<file path="config.mk">
export PLATFORM = sky130hd
export DESIGN_NAME = usr_receiver
export DESIGN_NICKNAME = d
export VERILOG_FILES = /design/src/common/usr_pkg.sv /design/src/rtl/usr_pwm.sv /design/src/rtl/usr_receiver.sv
export VERILOG_INCLUDE_DIRS = /design/src /design/src/common
export SDC_FILE = /design/constraint.sdc
export NUM_CORES = 1
export LEC_CHECK = 0
export CAP_MARGIN = 40
export CORE_MARGIN = 1
export CORE_UTILIZATION = 45
export DETAILED_ROUTE_END_ITERATION = 16
export DONT_BUFFER_PORTS = 1
export GPL_TIMING_DRIVEN = 0
export PLACE_DENSITY_LB_ADDON = 0.2
export SLEW_MARGIN = 20
export SYNTH_ARGS = -nofsm -noshare
export SYNTH_HDL_FRONTEND = slang
export SYNTH_SLANG_ARGS = --single-unit
</file>
<file path="constraint.sdc">
create_clock -name i_clk -period 10.5 [get_ports i_clk]
set_clock_uncertainty 0.2 [all_clocks]
set_input_delay 1.05 -clock i_clk [delete_from_list [all_inputs] [get_ports i_clk]]
set_output_delay 1.05 -clock i_clk [all_outputs]
set_load 0.05 [all_outputs]
</file>
<file path="src/common/usr_defs.svh">
// Timing, reset and channel constants for the ultrasonic command receiver
`ifndef USR_DEFS_SVH
`define USR_DEFS_SVH

// System clock
`define USR_CLK_HZ         50000000
`define USR_CLK_MHZ        50

// Time slot that paces the whole receive sequence
`define USR_SLOT_US        23100
`define USR_SLOT_CYC       (`USR_SLOT_US * `USR_CLK_MHZ)
`define USR_WAIT_US        46200
`define USR_WAIT_SLOTS     (`USR_WAIT_US / `USR_SLOT_US)
`define USR_REPEAT_US      184800
`define USR_REPEAT_SLOTS   (`USR_REPEAT_US / `USR_SLOT_US)
`define USR_RAMP_FIRST_US  115000
`define USR_RAMP_FIRST_SL  ((`USR_RAMP_FIRST_US + `USR_SLOT_US / 2) / `USR_SLOT_US)
`define USR_HOLD_US        700000
`define USR_HOLD_SLOTS     (`USR_HOLD_US / `USR_SLOT_US)

// Tone period limits, least rounds up and longest rounds down
`define USR_PER_MIN_US     18
`define USR_PER_MIN_CYC    (`USR_PER_MIN_US * `USR_CLK_MHZ)
`define USR_PER_MAX_US     36
`define USR_PER_MAX_CYC    (`USR_PER_MAX_US * `USR_CLK_MHZ)

// Least hold time of a local key and of the power pin force
`define USR_KEY_US         10
`define USR_KEY_CYC        (`USR_KEY_US * `USR_CLK_MHZ)
`define USR_FORCE_US       10
`define USR_FORCE_CYC      (`USR_FORCE_US * `USR_CLK_MHZ)

// Pulse width outputs
`define USR_PWM_HZ         8990
`define USR_PWM_STEPS      31
`define USR_PWM_UNIT_CYC   (`USR_CLK_HZ / (`USR_PWM_HZ * `USR_PWM_STEPS))
`define USR_DUTY1_RST      5'h10
`define USR_DUTY2_RST      5'h12
`define USR_DUTY3_RST      5'h0A
`define USR_DUTY_MAX       5'h1F

// Channel frequency plan in centi-hertz and acceptance in ppm
`define USR_NUM_CH         30
`define USR_F0_CHZ         3394489
`define USR_FSTEP_CHZ      34638
`define USR_TOL_LO_PPM     5100
`define USR_TOL_HI_PPM     3900

// Channel functions and bus code offset (bus value is channel plus one)
`define USR_CH_POWER       5'h01
`define USR_CH_MUTE        5'h02
`define USR_CH_A1_UP       5'h03
`define USR_CH_NORM        5'h04
`define USR_CH_A1_DN       5'h05
`define USR_CH_A2_UP       5'h07
`define USR_CH_A2_DN       5'h09
`define USR_CH_A3_UP       5'h0B
`define USR_CH_A3_DN       5'h0D
`define USR_CH_PROG_FIRST  5'h0F
`define USR_CH_PROG_LAST   5'h1E
`define USR_CODE_OFS       5'h01

`endif

</file>
<file path="src/common/usr_pkg.sv">
// Types shared by the ultrasonic command receiver
package usr_pkg;

  // Receive sequence states
  typedef enum logic [2:0] {
    usr_idle,
    usr_settle,
    usr_meas1,
    usr_meas2,
    usr_active
  } usr_state_e;

  // Channel number, zero meaning none
  typedef logic [4:0] usr_chan_t;

  // Mark count of an analog output, 0 to 31
  typedef logic [4:0] usr_duty_t;

endpackage

</file>
<file path="src/rtl/usr_pwm.sv">
// Pulse width generator for one analog output
`timescale 1ns/100ps
`include "usr_defs.svh"
module usr_pwm
  import usr_pkg::*;
#(
  parameter int unsigned UNIT_CYC = `USR_PWM_UNIT_CYC,
  parameter int unsigned STEPS    = `USR_PWM_STEPS
) (
  // Clock and reset
  input  wire logic      i_clk,
  input  wire logic      i_sys_rst,
  // Setting
  input  wire usr_duty_t i_duty,
  input  wire logic      i_enable,
  // Output level
  output logic           o_pwm
);

  localparam int unsigned UW = $clog2(UNIT_CYC + 1);

  logic [UW-1:0] unit_r;
  logic [4:0]    phase_r;

  // Unit prescaler and phase within one repetition
  always_ff @(posedge i_clk or posedge i_sys_rst) begin
    if (i_sys_rst) begin
      unit_r  <= '0;
      phase_r <= '0;
    end else if (unit_r == UW'(UNIT_CYC - 1)) begin
      unit_r  <= '0;
      phase_r <= (phase_r == 5'(STEPS - 1)) ? 5'h00 : phase_r + 5'h01; // [RULE7]
    end else begin
      unit_r <= unit_r + UW'(1);
    end
  end

  // Mark while phase below setting; full setting never spaces
  always_ff @(posedge i_clk or posedge i_sys_rst) begin
    if (i_sys_rst) begin
      o_pwm <= 1'b0;
    end else begin
      o_pwm <= i_enable && (phase_r < i_duty); // [RULE7]
    end
  end

endmodule

</file>
<file path="src/rtl/usr_receiver.sv">
// Ultrasonic remote command receiver with local keys and analog outputs
//
// Function
// [RULE1] Thirty channels shown as five-line binary code
// [RULE2] Settle one slot, then measure two slots
// [RULE3] Matching measures: wait two slots, pulse one
// [RULE4] Continuous tone repeats pulse every eight slots
// [RULE5] Bad tone period aborts back to start
// [RULE6] Accept frequency error 0.51 to 0.39 percent
// [RULE7] Analog outputs: 8.99 kHz, 31 steps
// [RULE8] Ramp step at 115 ms, then 184.8 ms
// [RULE9] Power-up settings 16, 18 and 10
// [RULE10] Normalize restores outputs one and two
// [RULE11] Mute toggles output three after 0.7 s
// [RULE12] Power toggles on command one held 0.7 s
// [RULE13] Power starts off after reset
// [RULE14] Power off freezes all analog settings; mute of output three still toggles while off
// [RULE15] Program channels only switch power on
// [RULE16] External pull on power pin latches on
// [RULE17] Local key held 10 us starts command
// [RULE18] Bus pins driven only during output pulse
// [RULE19] Local key beats remote tone
// [RULE20] Option: command one switches power off only
// [RULE21] Sixteen program, six ramp, three special channels
// [RULE22] Classify by counting against per-channel windows
// [RULE23] Bus code comes from channel table
`timescale 1ns/100ps
`include "usr_defs.svh"
module usr_receiver
  import usr_pkg::*;
#(
  parameter int unsigned SLOT_CYC     = `USR_SLOT_CYC,
  parameter bit          PWR_OFF_ONLY = 1'b0
) (
  // Clock and reset
  input  wire logic       i_clk,
  input  wire logic       i_sys_rst,
  // Squared ultrasonic input
  input  wire logic       i_us_in,
  // Command bus pins, index 0..4 = lines A..E, active high
  input  wire logic [4:0] i_cmd_in,
  output logic [4:0]      o_cmd_out,
  output logic [4:0]      o_cmd_oe,
  // Power pin, driven while on
  input  wire logic       i_pwr_in,
  output logic            o_pwr_out,
  output logic            o_pwr_oe,
  // Analog pulse outputs
  output logic [2:0]      o_analog,
  // Status
  output usr_chan_t       o_chan,
  output logic            o_active
);

  localparam int unsigned SW       = $clog2(SLOT_CYC + 1);
  localparam logic [11:0] PER_MIN  = 12'(`USR_PER_MIN_CYC);
  localparam logic [11:0] PER_MAX  = 12'(`USR_PER_MAX_CYC);
  localparam logic [9:0]  KEY_CYC  = 10'(`USR_KEY_CYC);
  localparam logic [9:0]  FRC_CYC  = 10'(`USR_FORCE_CYC);
  localparam logic [3:0]  REP_SL   = 4'(`USR_REPEAT_SLOTS);
  localparam logic [3:0]  PH_START = 4'(`USR_REPEAT_SLOTS - `USR_WAIT_SLOTS);
  localparam logic [3:0]  RAMP_SL  = 4'(`USR_RAMP_FIRST_SL);
  localparam logic [5:0]  HOLD_SL  = 6'(`USR_HOLD_SLOTS);

  // Expected edge count of a channel over one slot
  function automatic int unsigned nom_cnt(input int k);
    longint unsigned f;
    f = longint'(`USR_F0_CHZ) + longint'(k) * longint'(`USR_FSTEP_CHZ);
    return 32'((f * longint'(SLOT_CYC)) / (longint'(`USR_CLK_HZ) * 64'd100));
  endfunction

  // Acceptance half width, narrowing linearly toward the top channel
  function automatic int unsigned tol_cnt(input int k);
    longint unsigned w;
    longint unsigned t;
    w = longint'(`USR_TOL_LO_PPM) * longint'(`USR_NUM_CH - 1 - k)
      + longint'(`USR_TOL_HI_PPM) * longint'(k);
    t = longint'(nom_cnt(k)) * w / (longint'(`USR_NUM_CH - 1) * 64'd1000000);
    return (t < 64'd1) ? 32'd1 : 32'(t);
  endfunction

  // Channel to pin pattern: value channel+1, E is bit 0, A..D bits 1..4
  function automatic logic [4:0] to_pins(input usr_chan_t ch);
    logic [4:0] n;
    n = ch + `USR_CODE_OFS;
    return {n[0], n[4], n[3], n[2], n[1]};
  endfunction

  // Pin pattern back to channel, zero for no valid key
  function automatic usr_chan_t from_pins(input logic [4:0] p);
    logic [4:0] n;
    n = {p[3], p[2], p[1], p[0], p[4]};
    return (n > `USR_CODE_OFS) ? n - `USR_CODE_OFS : 5'h00;
  endfunction

  usr_state_e    state_r;
  logic          src_local_r;
  usr_chan_t     chan_r;
  usr_chan_t     first_ch_r;
  usr_chan_t     cls;
  logic [SW-1:0] slot_cnt_r;
  logic          slot_tick;
  logic [3:0]    ph_r;
  logic [3:0]    rdly_r;
  logic [5:0]    elapsed_r;
  logic          us_m_r;
  logic          us_s_r;
  logic          us_d_r;
  logic          us_rise;
  logic [11:0]   per_cnt_r;
  logic [11:0]   gate_cnt_r;
  logic          remote_abort;
  logic [4:0]    key_m_r;
  logic [4:0]    key_s_r;
  logic [1:0]    drv_hist_r;
  logic          key_mask;
  usr_chan_t     key_ch;
  usr_chan_t     key_last_r;
  logic [9:0]    key_cnt_r;
  logic          local_start;
  logic          local_release;
  logic          sess_start;
  logic          drive;
  logic          step_ev;
  logic          hold_ev;
  logic          pwr_m_r;
  logic          pwr_s_r;
  logic [9:0]    frc_cnt_r;
  logic          force_ev;
  logic          pwr_on_r;
  logic          mute_r;
  usr_duty_t     duty_r [3];
  logic [4:0]    code_r;

  // Input synchronisers; first stage feeds only the second
  always_ff @(posedge i_clk or posedge i_sys_rst) begin
    if (i_sys_rst) begin
      us_m_r  <= 1'b0;
      us_s_r  <= 1'b0;
      us_d_r  <= 1'b0;
      key_m_r <= '0;
      key_s_r <= '0;
      pwr_m_r <= 1'b0;
      pwr_s_r <= 1'b0;
    end else begin
      us_m_r  <= i_us_in;
      us_s_r  <= us_m_r;
      us_d_r  <= us_s_r;
      key_m_r <= i_cmd_in;
      key_s_r <= key_m_r;
      pwr_m_r <= i_pwr_in;
      pwr_s_r <= pwr_m_r;
    end
  end

  assign us_rise = us_s_r && !us_d_r;

  // Tone period watch: too short on an edge, too long without one
  always_ff @(posedge i_clk or posedge i_sys_rst) begin
    if (i_sys_rst) begin
      per_cnt_r <= '0;
    end else if (state_r == usr_idle || us_rise) begin
      per_cnt_r <= '0;
    end else if (per_cnt_r != 12'hFFF) begin
      per_cnt_r <= per_cnt_r + 12'h001;
    end
  end

  assign remote_abort = (state_r != usr_idle) && !src_local_r &&
                        ((us_rise && per_cnt_r < PER_MIN) || per_cnt_r > PER_MAX); // [RULE5]

  // Slot timer restarts with every new session
  always_ff @(posedge i_clk or posedge i_sys_rst) begin
    if (i_sys_rst) begin
      slot_cnt_r <= '0;
    end else if (state_r == usr_idle || sess_start || slot_tick) begin
      slot_cnt_r <= '0;
    end else begin
      slot_cnt_r <= slot_cnt_r + SW'(1);
    end
  end

  assign slot_tick = (slot_cnt_r == SW'(SLOT_CYC - 1));

  // Edge count over one measuring slot
  always_ff @(posedge i_clk or posedge i_sys_rst) begin
    if (i_sys_rst) begin
      gate_cnt_r <= '0;
    end else if (slot_tick || (state_r != usr_meas1 && state_r != usr_meas2)) begin
      gate_cnt_r <= '0;
    end else if (us_rise && gate_cnt_r != 12'hFFF) begin
      gate_cnt_r <= gate_cnt_r + 12'h001;
    end
  end

  // Match the count against each channel window
  always_comb begin
    cls = '0;
    for (int k = 0; k < `USR_NUM_CH; k++) begin
      if (32'(gate_cnt_r) + tol_cnt(k) >= nom_cnt(k) &&
          32'(gate_cnt_r) <= nom_cnt(k) + tol_cnt(k)) begin // [RULE6] [RULE22]
        cls = usr_chan_t'(k + 1);
      end
    end
  end

  // Keys are unreadable while we drive, and two cycles after
  assign key_mask = drive || (drv_hist_r != 2'b00);
  assign key_ch   = from_pins(key_s_r);

  always_ff @(posedge i_clk or posedge i_sys_rst) begin
    if (i_sys_rst) begin
      drv_hist_r <= '0;
    end else begin
      drv_hist_r <= {drv_hist_r[0], drive};
    end
  end

  // Key must stand unchanged for the least hold time
  always_ff @(posedge i_clk or posedge i_sys_rst) begin
    if (i_sys_rst) begin
      key_last_r <= '0;
      key_cnt_r  <= '0;
    end else if (!key_mask) begin
      key_last_r <= key_ch;
      if (key_ch == 5'h00 || key_ch != key_last_r) begin
        key_cnt_r <= '0;
      end else if (key_cnt_r != KEY_CYC) begin
        key_cnt_r <= key_cnt_r + 10'h001; // [RULE17]
      end
    end
  end

  // A fresh or changed key takes over any remote session
  assign local_start   = !key_mask && key_ch != 5'h00 && key_ch == key_last_r &&
                         key_cnt_r == KEY_CYC - 10'h001 &&
                         !(src_local_r && state_r == usr_active && chan_r == key_ch); // [RULE19]
  assign local_release = src_local_r && state_r == usr_active && !key_mask &&
                         key_ch != chan_r;
  assign sess_start    = local_start || (state_r == usr_idle && us_rise);

  // Receive sequence
  always_ff @(posedge i_clk or posedge i_sys_rst) begin
    if (i_sys_rst) begin
      state_r     <= usr_idle;
      src_local_r <= 1'b0;
      chan_r      <= '0;
      first_ch_r  <= '0;
    end else if (local_start) begin
      state_r     <= usr_active; // [RULE17] [RULE19]
      src_local_r <= 1'b1;
      chan_r      <= key_ch;
    end else if (local_release || remote_abort) begin
      state_r     <= usr_idle; // [RULE5]
      src_local_r <= 1'b0;
    end else begin
      case (state_r)
        usr_idle: begin
          if (us_rise) begin
            state_r <= usr_settle; // [RULE2]
          end
        end
        usr_settle: begin
          if (slot_tick) begin
            state_r <= usr_meas1; // [RULE2]
          end
        end
        usr_meas1: begin
          if (slot_tick) begin
            first_ch_r <= cls;
            state_r    <= usr_meas2;
          end
        end
        usr_meas2: begin
          if (slot_tick) begin
            if (cls != 5'h00 && cls == first_ch_r) begin
              chan_r  <= cls; // [RULE3]
              state_r <= usr_active;
            end else begin
              state_r <= usr_idle;
            end
          end
        end
        usr_active: begin
          state_r <= usr_active;
        end
        default: begin
          state_r <= usr_idle;
        end
      endcase
    end
  end

  // Repeat phase: pulse slot comes two slots in, then every eight
  always_ff @(posedge i_clk or posedge i_sys_rst) begin
    if (i_sys_rst) begin
      ph_r <= '0;
    end else if (local_start || (state_r == usr_meas2 && slot_tick)) begin
      ph_r <= PH_START; // [RULE3]
    end else if (state_r == usr_active && slot_tick) begin
      ph_r <= (ph_r == REP_SL - 4'h1) ? 4'h0 : ph_r + 4'h1; // [RULE4]
    end
  end

  assign drive = (state_r == usr_active) && (ph_r == 4'h0); // [RULE3] [RULE18]

  // Session age for ramp steps and held commands
  always_ff @(posedge i_clk or posedge i_sys_rst) begin
    if (i_sys_rst) begin
      elapsed_r <= '0;
      rdly_r    <= '0;
    end else if (sess_start) begin
      elapsed_r <= '0;
      rdly_r    <= RAMP_SL;
    end else if (slot_tick) begin
      if (elapsed_r != HOLD_SL) begin
        elapsed_r <= elapsed_r + 6'h01;
      end
      rdly_r <= (rdly_r == 4'h1) ? REP_SL : rdly_r - 4'h1; // [RULE8]
    end
  end

  // Events only count once the channel is known
  assign step_ev = (state_r == usr_active) && slot_tick && (rdly_r == 4'h1); // [RULE8]
  assign hold_ev = (state_r == usr_active) && slot_tick && (elapsed_r == HOLD_SL - 6'h01);

  // External force on the power pin, seen only while released
  always_ff @(posedge i_clk or posedge i_sys_rst) begin
    if (i_sys_rst) begin
      frc_cnt_r <= '0;
    end else if (pwr_on_r || !pwr_s_r) begin
      frc_cnt_r <= '0;
    end else if (frc_cnt_r != FRC_CYC) begin
      frc_cnt_r <= frc_cnt_r + 10'h001; // [RULE16]
    end
  end

  assign force_ev = !pwr_on_r && pwr_s_r && (frc_cnt_r == FRC_CYC - 10'h001);

  // Power state; the force wins over a same-cycle toggle
  always_ff @(posedge i_clk or posedge i_sys_rst) begin
    if (i_sys_rst) begin
      pwr_on_r <= 1'b0; // [RULE13]
    end else if (force_ev) begin
      pwr_on_r <= 1'b1; // [RULE16]
    end else if (hold_ev) begin
      if (chan_r == `USR_CH_POWER) begin
        pwr_on_r <= PWR_OFF_ONLY ? 1'b0 : !pwr_on_r; // [RULE12] [RULE20]
      end else if (chan_r >= `USR_CH_PROG_FIRST && chan_r <= `USR_CH_PROG_LAST) begin
        pwr_on_r <= 1'b1; // [RULE15]
      end
    end
  end

  // Mute of output three, toggled by a held command
  always_ff @(posedge i_clk or posedge i_sys_rst) begin
    if (i_sys_rst) begin
      mute_r <= 1'b0;
    end else if (hold_ev && chan_r == `USR_CH_MUTE) begin
      mute_r <= !mute_r; // [RULE11]
    end
  end

  // Analog settings; frozen while power is off
  always_ff @(posedge i_clk or posedge i_sys_rst) begin
    if (i_sys_rst) begin
      duty_r[0] <= `USR_DUTY1_RST; // [RULE9]
      duty_r[1] <= `USR_DUTY2_RST;
      duty_r[2] <= `USR_DUTY3_RST;
    end else if (step_ev && pwr_on_r) begin // [RULE14]
      case (chan_r) // [RULE21]
        `USR_CH_A1_UP: if (duty_r[0] != `USR_DUTY_MAX) duty_r[0] <= duty_r[0] + 5'h01;
        `USR_CH_A1_DN: if (duty_r[0] != 5'h00) duty_r[0] <= duty_r[0] - 5'h01;
        `USR_CH_A2_UP: if (duty_r[1] != `USR_DUTY_MAX) duty_r[1] <= duty_r[1] + 5'h01;
        `USR_CH_A2_DN: if (duty_r[1] != 5'h00) duty_r[1] <= duty_r[1] - 5'h01;
        `USR_CH_A3_UP: if (duty_r[2] != `USR_DUTY_MAX) duty_r[2] <= duty_r[2] + 5'h01;
        `USR_CH_A3_DN: if (duty_r[2] != 5'h00) duty_r[2] <= duty_r[2] - 5'h01;
        `USR_CH_NORM: begin
          duty_r[0] <= `USR_DUTY1_RST; // [RULE10]
          duty_r[1] <= `USR_DUTY2_RST;
        end
        default: begin
          duty_r[0] <= duty_r[0];
        end
      endcase
    end
  end

  // One generator per analog output
  for (genvar g = 0; g < 3; g++) begin : g_pwm
    usr_pwm #(
      .UNIT_CYC (`USR_PWM_UNIT_CYC),
      .STEPS    (`USR_PWM_STEPS)
    ) u_pwm (
      .i_clk     (i_clk),
      .i_sys_rst (i_sys_rst),
      .i_duty    (duty_r[g]),
      .i_enable  ((g == 2) ? !mute_r : 1'b1), // [RULE11]
      .o_pwm     (o_analog[g]) // [RULE7]
    );
  end

  // Pin pattern of the current channel, held in a flop
  always_ff @(posedge i_clk or posedge i_sys_rst) begin
    if (i_sys_rst) begin
      code_r <= '0;
    end else begin
      code_r <= to_pins(chan_r); // [RULE1] [RULE23]
    end
  end

  // Lines float as inputs except in the pulse slot
  assign o_cmd_out = code_r;
  assign o_cmd_oe  = drive ? code_r : 5'h00; // [RULE18]
  assign o_pwr_out = pwr_on_r;
  assign o_pwr_oe  = pwr_on_r;
  assign o_chan    = chan_r;
  assign o_active  = (state_r == usr_active);

endmodule

</file>
* Yosys cells after proc, flatten, opt, wreduce, memory -nomap -nowiden
Index checks and enable logic that the tools add are counted.
Cells by class: $add $sub $neg 24, muxes and demuxes 84, div/mod/pow operators 0, shifts and indexed selects 0, equality and inequality tests 51, bitwise logic cells 3, $lt $le $gt $ge 68, multipliers 0, reductions and logical operators 110
Operators with widths (number):
- >= comparator 32 x 10 -> 1 bit (second input constant) | 28
- <= comparator 12 x 10 -> 1 bit (second input constant) | 30
- two-way mux 5 bit | 45
- logical AND 1 bit | 57
- two-way mux 12 bit | 4
- two-way mux 10 bit | 4
- adder 5 x 1 -> 5 bit (second input constant) | 7
- case mux 5 bit (3 select lines) | 2
- nonzero test 2 bit | 14
- >= comparator 13 x 10 -> 1 bit (second input constant) | 2
- nonzero test 5 bit | 5
- adder 12 x 1 -> 12 bit (second input constant) | 2
- adder 8 x 1 -> 8 bit (second input constant) | 3
- == test 8 bit (second input constant) | 3
- two-way mux 4 bit | 6
- two-way mux 8 bit | 3
- inequality test 12 bit (second input constant) | 2
- AND reduction 4 bit | 6
- adder 21 x 1 -> 21 bit (second input constant) | 1
- == test 21 bit (second input constant) | 1
- two-way mux 21 bit | 1
- two-way mux 3 bit | 7
- adder 10 x 1 -> 10 bit (second input constant) | 2
- == test 10 x 9 -> 1 bit (second input constant) | 2
- other kinds (44) | 103
Storage, ports and cells: logic and storage cells 376, bits in writable memories 0, input bits 9, memories 0, output and inout port bits 21, bits in latches 0, register bits 179, ROM bits 0

* Logic depth before layout (Yosys ltp)
Gate-level depths: netlist of run 1.
word-level depth 40, gate-level depth with buffers 16, depth with buffers taken out 14

* Hierarchy
Synthesis of run 1 repeated with hierarchy kept, for this count alone.
Second synthesis, totals: cells, all modules 1434, area total of the unflattened synthesis 12710.9 um^2
By module, submodules not included:
- usr_receiver | times used 1, sequential area each 3434.5 um^2, area each 10218.6 um^2, cells an instance 1185
- usr_pwm | times used 3, sequential area each 350.3 um^2, area each 830.8 um^2, cells an instance 83

* Worst setup path before layout of run 1
No wires, ideal clock.
path kind register -> register, start point register gate_cnt_r[2], end point register chan_r[0] (netlist: o_chan[0]), library setup time 66 ps, slack 6523 ps, cell stages (with the launch flop) 16, arrival 3711 ps, cell sequence dfrtp_1 -> buf_2 -> inv_1 -> ha_1 -> clkbuf_1 -> inv_1 -> nor2_1 -> a2111oi_0 -> a211oi_1 -> or3_4 -> nor4_4 -> nand4_1 -> or4_1 -> a211o_1 -> o41ai_1 -> a21o_1
On the way: cells in the longest elaborated chain, start to end 38
Ends and longest elaborated chain:
- start: declaration | RTL line usr_receiver.sv:111 | logic [11:0] gate_cnt_r;
- start signal: assignment | RTL line usr_receiver.sv:192 | gate_cnt_r <= gate_cnt_r + 12'h001;
- adder 12 x 2 -> 13 bit | RTL line usr_receiver.sv:200 | if (32'(gate_cnt_r) + tol_cnt(k) >= nom_cnt(k) &&
- >= comparator 32 x 10 -> 1 bit | RTL line usr_receiver.sv:200
- logical AND 1 bit | RTL line usr_receiver.sv:200
- two-way mux 1 bit | RTL line usr_receiver.sv:200
- two-way mux 5 bit (28 in a row) | RTL line usr_receiver.sv:200
- two-way mux 5 bit (*) | RTL line usr_receiver.sv:200
- two-way mux 5 bit | RTL line usr_receiver.sv:276 | if (cls != 5'h00 && cls == first_ch_r) begin
- two-way mux 5 bit | RTL line usr_receiver.sv:275 | if (slot_tick) begin
- two-way mux 5 bit | RTL line usr_receiver.sv:257 | case (state_r)
- two-way mux 5 bit | RTL line usr_receiver.sv:253 | end else if (local_release || remote_abort) begin
- two-way mux 5 bit | RTL line usr_receiver.sv:249 | end else if (local_start) begin
- end signal: assignment | RTL line usr_receiver.sv:252 | chan_r <= key_ch;
- end signal: assignment | RTL line usr_receiver.sv:277 | chan_r <= cls;
- end: declaration | RTL line usr_receiver.sv:98 | usr_chan_t chan_r;
Mark *: on every way between the ends. The rest lies on a longest branch, timed or not. The select of a mux whose other input is x is not followed. A chain may end at the register's enable or synchronous reset.

* Worst setup path in the final report of run 1
start point register gate_cnt_r[2], end point register chan_r[3] (netlist: o_chan[3])
On the way: cells in the longest elaborated chain, start to end 37
Ends and longest elaborated chain (RTL line):
- adder 12 x 2 -> 13 bit | usr_receiver.sv:200
- >= comparator 32 x 10 -> 1 bit | usr_receiver.sv:200
- logical AND 1 bit | usr_receiver.sv:200
- two-way mux 1 bit | usr_receiver.sv:200
- two-way mux 5 bit (28 in a row) | usr_receiver.sv:200
- two-way mux 5 bit (*) | usr_receiver.sv:200
- == test 5 bit / nonzero test 5 bit (equally long branches) | usr_receiver.sv:276
- logical AND 1 bit | usr_receiver.sv:276
- nonzero test 2 bit (no source line)
- AND reduction 4 bit (no source line)
Marks and branches as above.

==> results.txt, run 1 <==
- The run finished with clean final reports.
- TritonCTS built the clock tree.
* Core region area: 26000 µm²
* Power density over cell area: 111 nW/µm²
- Slew at the pin closest to its max-slew limit: slightly below 0.9 ns
- Vias per cell: about 5.8
- Kind of end point of the critical path: register
* Sequential area share after synthesis: a little under two fifths
- After clock tree synthesis, the setup repair step added 0 buffers.
- No sink is reached through more buffers than the 2 on the longest clock path.
- Synthesis-to-finish area growth: 9.09%
- For this design the top-level I/O count stands at 30.
- Hold repair after CTS inserted 0 buffers.
- For this run, design rule violations remaining after detail routing come to 0.
* Kind of path behind the tightest hold check: register to register
* Avg WL per Cell: 16.6 µm
- Final hold analysis gives a worst-case slack of 0.152 ns.
* Critical Path AT: a little over 5 ns
- Post-layout worst setup margin: 5.57 ns
- Overall Global Routing Usage: 21.9%
- Post-synthesis adder-cell area fraction: 7.04%
- First-pass GRT wire length: around 47000 µm
- Dpl hpwl: 21400 µm
* # rows: 59
- The signal on the critical path passes through buf_2 -> inv_1 -> ha_1 -> clkbuf_1 -> inv_1 -> nor2_1 -> a2111oi_0 -> a211oi_1 -> o21bai_1 -> a2111oi_0 -> o22ai_1 -> nand2b_1 -> o211ai_2 -> nor3_1 -> a41oi_1 -> a21o_1.
* Horizontal die dimension: about 160 µm
- Clk Latency, worst-skew pair: 0.44 ns
* Number of antenna violations at the first check in global routing: 0
- Standby leakage power: 5.58 nW
- Maximum fanout count along the critical path: 10
- Final period util: 46.9%
- The mapped netlist covers 11900 µm².
- The synthesized design contains about 180 register bits.
- The number of hold violations in the final report came to 0.
* Relative max-transition margin: 41.4%
* Worst slack at placement: 5.72 ns
- After synthesis, the largest family of logic cells by area is simple AND/OR/NAND/NOR gates.
- Across the run, the number of max-cap violations was 0.
* Net count, final: 1464
- Post-synthesis compound-gate area fraction: roughly 17%
- Yosys attributes the largest share of cell area to sky130_fd_sc_hd__dfrtp_1 37%, sky130_fd_sc_hd__ha_1 6.5%, sky130_fd_sc_hd__nor2_1 5.0%.
* Setup repair after global routing missed its margin: false
- Routed via count: around 10000
* Cell total after placement: 1705
- Yosys printed 0 warnings.
- # setup viols final: 0
- For this run the aggregate overflow at the end of global routing stands at 0.
- Summing all multi-input logic gate instances after layout gives 6870 µm².
- Placer congestion estimate: about 0.94
* Port bufs: 0
- The average instance in the mapped netlist occupies 8.69 µm².
- The worst path needs a little under 5 ns of the cycle, external delays included.
- Clock-pin slew of the registers on the worst-case setup and hold paths: 0.07 ns
- The synthesized netlist devotes 24.5% of its cell area to simple gates.
- The die covers around 27000 µm².
* Final std cells w/o fill: 1738
* Most used DFF post-synth: sky130_fd_sc_hd__dfrtp_1
- The first TritonRoute pass finished after 6 iterations.
- For this design, the sink count on the clock tree is between 150 and 200.
- After Yosys synthesis, XOR and XNOR cells account for 7.74% of the synthesized area.
- Synth Instances: about 1400
* Crit Path Class: register to register
* Net Count, Synth: approximately 1400
- Data required time of the worst path: 10.67 ns
- H-tree depth: 4
* Share of synthesized registers carrying an async set or reset: 100%
- Multiplexer cells account for 1.18% of the synthesized area.
- Cells with a size suffix above 1 make up between 7 and 8% of the layout.
- Fmax achieved: 0.203 GHz
- Largest net degree at the start of global routing: 70
- Total of cells resized after clock tree synthesis: 0
- For this configuration, the core starts out at a cell density of 45.7%.
- The number of clock buffers added by TritonCTS is 17.
* Number of global-route vias before repair: 9335
* Number of routed nets with antenna violations: 0
- The count of final max-slew check failures is 0.
* Finished Core Util: 49.9%
- The die is 164 µm tall.
* CP max stage delay: ~0.53 ns
* CTS root buf: sky130_fd_sc_hd__clkbuf_16
- The number of antenna diodes in the final layout is 0.
- The synthesized design contains 0 enable-type register cells.
- Summing all flip-flop and latch instances after layout gives 4490 µm².
- sky130_fd_sc_hd__dfrtp_1 takes more of the synthesized area than any other cell.
- Library cells used by synthesis: 86
* Area share of the leading cell type in the synthesized netlist: a little over a third
- Critical-path cell with the highest stage delay: sky130_fd_sc_hd__a2111oi_0
- After routing, the total negative slack on setup checks comes to 0 ns.
- STA classifies the critical path startpoint as a register.
- The first routing iteration left 848 violations.
- IR analysis of the VDD net gives a maximum drop of about 0.11 mV.
- The final layout contains routed wiring with a total length of around 29000 µm.
- Counting the fill cells in the layout gives 2420.
## sequential cells by signal (all words and copies together) (netlist names), 10 cells and up
register,cells
key_cnt_r,10
per_cnt_r,12
g_pwm.u_pwm.phase_r,15
slot_cnt_r,21
duty_r,15
gate_cnt_r,12
frc_cnt_r,10
g_pwm.u_pwm.unit_r,24
## per-stage QoR
step / instance area, µm² / power (W)
after global placement: 12300 / 0.000820
after global routing: 13000 / 0.00150
after floorplan: 11900 / 0.000795
after CTS: 13000 / 0.00146
after detailed placement: 12400 / 0.000824
final: 13000 / 0.00144
## Yosys cell counts, drive strengths merged (20+ instances only)
cell type / instances
nor2: 160
inv: 73
nand3: 59
nand4: 38
and3: 20
nor3: 34
dfrtp: 174
buf: 27
nor4: 20
a21oi: 77
nand2: 126
clkbuf: 23
ha: 62
xnor2: 58
a21o: 20
xor2: 47
o21ai: 87
## layout by cell type (no fill, tap or decap), types with 36 or more instances in the layout
master,n
sky130_fd_sc_hd__a21oi_1,73
sky130_fd_sc_hd__dfrtp_1,174
sky130_fd_sc_hd__ha_1,62
sky130_fd_sc_hd__inv_1,70
sky130_fd_sc_hd__nand2_1,126
sky130_fd_sc_hd__nand3_1,59
sky130_fd_sc_hd__nand4_1,36
sky130_fd_sc_hd__nor2_1,159
sky130_fd_sc_hd__o21ai_0,78
sky130_fd_sc_hd__xnor2_1,58
sky130_fd_sc_hd__xor2_1,47
## worst max-delay path: cells and delay by family (launching register included)
family | cells | cell delay, ns
AOI/OAI and AO/OA | 8 | 2.54
adders and majority gates | 1 | 0.30
buffers and inverters | 4 | 0.87
DFF | 1 | 0.49
and+or+nand+nor | 3 | 0.44
## cell families (layout without fill, tap and decap cells)
family / Yosys count / in the layout
and+or+nand+nor: 566 / 566
buffers and inverters: 124 / 160
DFF: 179 / 179
adders and majority gates: 65 / 65
muxes: 13 / 13
xor gates and xnor gates: 105 / 105
AOI/OAI and AO/OA: 315 / 315
## final timing paths
kind | depth (start not counted) | from | to | slack [ns]
max | 16 | gate_cnt_r[2]$_DFFE_PP0P_ | o_chan[3]$_DFFE_PP0P_ | 5.57
min | 0 | us_m_r$_DFF_PP0_ | us_s_r$_DFF_PP0_ | 0.15
max reg2reg | 16 | gate_cnt_r[2]$_DFFE_PP0P_ | o_chan[3]$_DFFE_PP0P_ | 5.57
min reg2reg | 0 | us_m_r$_DFF_PP0_ | us_s_r$_DFF_PP0_ | 0.15
max in group asynchronous | 2 | i_sys_rst | per_cnt_r[0]$_DFFE_PP0P_ | 9.15
min in group asynchronous | 1 | i_sys_rst | g_pwm[1].u_pwm.unit_r[2]$_DFF_PP0_ | 0.27
## per-layer routing
metal | wire length (µm) | GRT usage, %
met1 | 13900 | 30.4
met2 | 12700 | 33.8
met3 | 1660 | 4.37
met4 | 594 | 7.34
met5 | 0 | 0
## area by class of cell
class | count | share of cell area, %
multi-input combinational | 1064 | 53.0
sequential | 179 | 34.6
clock buffer | 19 | 3.42
tap | 335 | 3.23
inverter | 74 | 2.20
buffer | 50 | 1.95
clock inverter | 13 | 1.03
timing repair buffer | 4 | 0.541
## power breakdown
part           total [W]  internal (W)  switching [W]
Clock           0.000630      0.000324       0.000306
Combinational  0.0000919     0.0000270      0.0000649
Sequential      0.000716      0.000704      0.0000120
Total            0.00144       0.00105       0.000383
(Power assumes the default switching activity.)
==> inputs of run 2 (changes only) <==
Settings changed: ABC_AREA set to 1.
Clock period 10.5 ns to 4.6 ns, I/O delays scaled along.
==> run 2 against run 1 <==
Design area is 2.0% higher. Power grew to 2.8 times the previous value. Critical path depth is 6 higher. Combinational power grew to 9.7 times the previous value. Largest cell class unchanged. Setup slack worse by 5.2 ns. Wire length is 4.3% lower. Clock power is 140% higher. Critical endpoint is now o_chan[2]$_DFFE_PP0P_. Global-route usage is 0.078 points lower.
==> results.txt, run 2 <==
- Run status: finished clean
- Standby leakage power: 6.19 nW (+11%)
* Top cells by area, synth: sky130_fd_sc_hd__dfrtp_1 37%, sky130_fd_sc_hd__inv_1 8.2%, sky130_fd_sc_hd__nand2_1 8.2%
- Clock-pin slew of the registers on the worst-case setup and hold paths: 0.08 ns (about the same)
* H-tree depth: 4 (unchanged)
- Area share of the leading cell type in the synthesized netlist: 36.8% (+0.17 points)
- The largest total area in the synthesized netlist belongs to sky130_fd_sc_hd__dfrtp_1.
* Maximum fanout count along the critical path: 8 (-2)
* Biggest regs: g_pwm.u_pwm.unit_r (24), slot_cnt_r (21)
* Relative max-transition margin: 40.4% (-1.0 points)
* Yosys warnings: 0 (unchanged)
- ANT cells: 0 (unchanged)
- Final number of max-transition violations: 0 (unchanged)
- The pin count of the biggest net entering global routing is 34 (-51%).
- The mapped cell area is 11800 µm² (-0.47%).
- The worst setup path is captured at a register.
* Worst slack at placement: -0.00975 ns (-5.73 ns)
- Ranked by flip-flop count, first place goes to g_pwm.u_pwm.unit_r.
- Slew at the pin closest to its max-slew limit: 0.891 ns (+0.0156 ns)
- Length of the first detailed-routing pass in iterations: 5 (-1)
- The global-route wire length before repair was 47200 µm (-0.10%).
* Starting density of the core: 46.4% (+0.70 points)
- The number of port buffers came to 0 (unchanged).
* DRC violation total after the first TritonRoute iteration: 802 (-5.4%)
- Finished Core Util: 51.9% (+2.0 points)
* Number of ports placed on the die boundary: 30 (unchanged)
- The number of nets in the final layout came to 1692 (+16%).
- Overall Global Routing Usage: 21.8% (-0.078 points)
- Number of antenna violations at the first check in global routing: 0 (unchanged)
* Core region area: 25500 µm² (-2.0%)
* Dpl hpwl: 21100 µm (-1.3%)
- Number of flip-flops in the largest register: 24 (unchanged)
- Compared with the post-synthesis result, the final layout area differs by 11.8%.
* Detailed-route wire length: 27500 µm (-4.3%)
- Max-cap violation count: 0 (unchanged)
- Placer congestion estimate: 0.952 (+0.85%)
- Routed via count: 10400 (+3.5%)
* Crit Path Class: register to register
- # setup viols final: 0 (unchanged)
* Number of routed nets with antenna violations: 0 (unchanged)
- The routed via count divided by cell count was 5.28 (-8.2%).
* Accumulated negative setup slack: 0 ns (unchanged)
* Synthesis-stage register bit count: 179 (unchanged)
- Share of synthesized registers carrying an async set or reset: 100% (unchanged)
* CTS root buf: sky130_fd_sc_hd__clkbuf_16
* Number of DRC violations after detailed routing: 0 (unchanged)
- Clk Latency, worst-skew pair: 0.44 ns (about the same)
- Fraction of met1 tracks used by global routing: 30.2% (-0.22 points)
* Post-layout worst setup margin: 0.343 ns (-5.23 ns)
- The count of unique library cells instantiated by Yosys is 59 (-31%).
* Fmax achieved: 0.235 GHz (+16%)
* Avg WL per Cell: 14.0 µm (-15%)
- # rows: 58 (-1.7%)
* Most used routing layer in global routing: met2
- Leaving out fill and tap cells, the most frequent cell in the layout is sky130_fd_sc_hd__nand2_1.
* Global route total overflow: 0 (unchanged)
- Height of the die: 164 µm (-0.23%)
* Average cell area after synthesis: 7.50 µm² (-14%)
* Placed instance area: 12400 µm² (+0.16%)
- VDD IR max: 0.268 mV (+140%)
- The data arrival time at the worst-slack endpoint came to 4.43 ns (-0.67 ns).
- Horizontal die dimension: 164 µm (-0.23%)
- The fraction of final layout cells sized beyond drive strength 1 was 8.65% (+0.95 points).
* Sequential area share after synthesis: 37.9% (+0.18 points)
* Setup repair after global routing missed its margin: false
- TritonCTS built the clock tree.
* Final period util: 92.5% (+46 points)
- Number of enable-type register cells in the synthesized netlist: 0 (unchanged)
* Number of sinks driven by the clock tree: 179 (unchanged)
- List of most frequent post-synthesis cells: 259 x sky130_fd_sc_hd__inv_1, 258 x sky130_fd_sc_hd__nand2_1, 196 x sky130_fd_sc_hd__nor2_1
- The synthesized instance count is 1576 (+15%).
* Most frequent cell after synthesis: sky130_fd_sc_hd__inv_1
* Met2 layer usage reported by global route: 34.9% (+1.1 points)
- The die area is 26900 µm² (-0.47%).
- The net count after synthesis was 1650 (+15%).
- The clock period minus worst slack is 4.26 ns (-0.671 ns).
- The number of hold violations in the final report was 0 (unchanged).
- The via count of the first global-routing pass came to 10000 (+7.2%).
- Most used cells in the layout excluding fill and tap cells: 258 x sky130_fd_sc_hd__nand2_1, 256 x sky130_fd_sc_hd__inv_1, 188 x sky130_fd_sc_hd__nor2_1
- Number of buffers created by CTS: 17 (unchanged)
- The deepest clock path buffer count came to 2 (unchanged).
- Data required time of the worst path: 4.77 ns (-5.90 ns)
* Kind of start point of the critical path: register
- Power density over cell area: 308 nW/µm² (+180%)
- The met3 layer usage reported by global route was 3.54% (-0.83 points).
- The cell area after layout came to 13200 µm² (+2.0%).
- Most used DFF post-synth: sky130_fd_sc_hd__dfrtp_1
- Kind of path behind the tightest hold check: register to register
-- run 2: path summary, 6_finish.rpt --
| path | from | depth (start not counted) | to | slack, ns |
|---|---|---|---|---|
| hold reg to reg | key_m_r[3]$_DFF_PP0_ | 0 | key_s_r[3]$_DFF_PP0_ | 0.15 |
| setup / recovery | gate_cnt_r[2]$_DFFE_PP0P_ | 22 | o_chan[2]$_DFFE_PP0P_ | 0.34 |
| setup reg to reg | gate_cnt_r[2]$_DFFE_PP0P_ | 22 | o_chan[2]$_DFFE_PP0P_ | 0.34 |
| max in group asynchronous | i_sys_rst | 4 | duty_r[6]$_DFFE_PP1P_ | 3.07 |
| hold / removal | key_m_r[3]$_DFF_PP0_ | 0 | key_s_r[3]$_DFF_PP0_ | 0.15 |
| min in group asynchronous | i_sys_rst | 2 | key_s_r[3]$_DFF_PP0_ | 0.33 |
-- run 2: final cells by class --
class                      count  area, µm²
fill                        2442      12300
multi-input combinational   1108       6290
sequential                   179       4490
inverter                     273       1040
clock buffer                  17        425
tap                          330        413
timing repair buffer          23        280
clock inverter                15        188
buffer                        16       93.8
-- run 2: report_power, final --
| part | switching (W) | internal (W) |
|---|---|---|
| clock | 0.000749 | 0.000737 |
| combinational | 0.000605 | 0.000290 |
| sequential | 0.0000480 | 0.00164 |
-- run 2: logic make-up after synthesis --
kind of cell,count (synthesis),synth area share (%)
and+or+nand+nor,706,28.1
AOI/OAI and AO/OA,292,13.9
buffers and inverters,289,9.50
DFF,179,37.9
adders and majority gates,65,7.07
xor gates and xnor gates,45,3.40
-- run 2: per-stage QoR --
stage | cells | hold WS, ns | total power (W)
global route | 1961 | 0.168 | 0.00430
CTS | 1955 | 0.154 | 0.00409
floorplan | 1576 | 0.131 | 0.00238
detailed placement | 1915 | 0.135 | 0.00259
global placement | 1906 | 0.134 | 0.00256
finish | 1961 | 0.153 | 0.00407
-- run 2: worst max-delay path, cell delays in order, from the launching register on --
cell	delay (ns)
sky130_fd_sc_hd__dfrtp_2	0.46
sky130_fd_sc_hd__ha_4	0.21
sky130_fd_sc_hd__inv_2	0.08
sky130_fd_sc_hd__nor2_4	0.22
sky130_fd_sc_hd__xor2_4	0.27
sky130_fd_sc_hd__inv_1	0.23
sky130_fd_sc_hd__nor4_1	0.39
sky130_fd_sc_hd__o21ai_1	0.14
sky130_fd_sc_hd__nand2_1	0.10
sky130_fd_sc_hd__o21bai_1	0.11
sky130_fd_sc_hd__a31oi_1	0.09
sky130_fd_sc_hd__nor2_1	0.18
sky130_fd_sc_hd__nor2_1	0.07
sky130_fd_sc_hd__o21bai_1	0.12
sky130_fd_sc_hd__nand2_1	0.08
sky130_fd_sc_hd__a21oi_1	0.22
sky130_fd_sc_hd__o21ai_2	0.13
sky130_fd_sc_hd__nand2_1	0.09
sky130_fd_sc_hd__nor4b_4	0.33
sky130_fd_sc_hd__nand2_4	0.11
sky130_fd_sc_hd__nor2_8	0.13
sky130_fd_sc_hd__nand4_1	0.11
sky130_fd_sc_hd__nand3_1	0.10
-- run 2: metal layers --
metal  up-vias  part of all wire (%)
met2       209                    45
met1      4804                    49
met5         -                     0
met3        38                   4.4
met4         0                   1.8
li1       5303                     -
-- run 2: repair_timing --
action / CTS / global route
resized for setup: 1 / 25
hold buffers: 8 / 0
buffers inserted: 0 / 6
endpoints found under the hold margin: 19 / 0
endpoints found under the setup margin: 5 / 8
pin swaps: 0 / 4
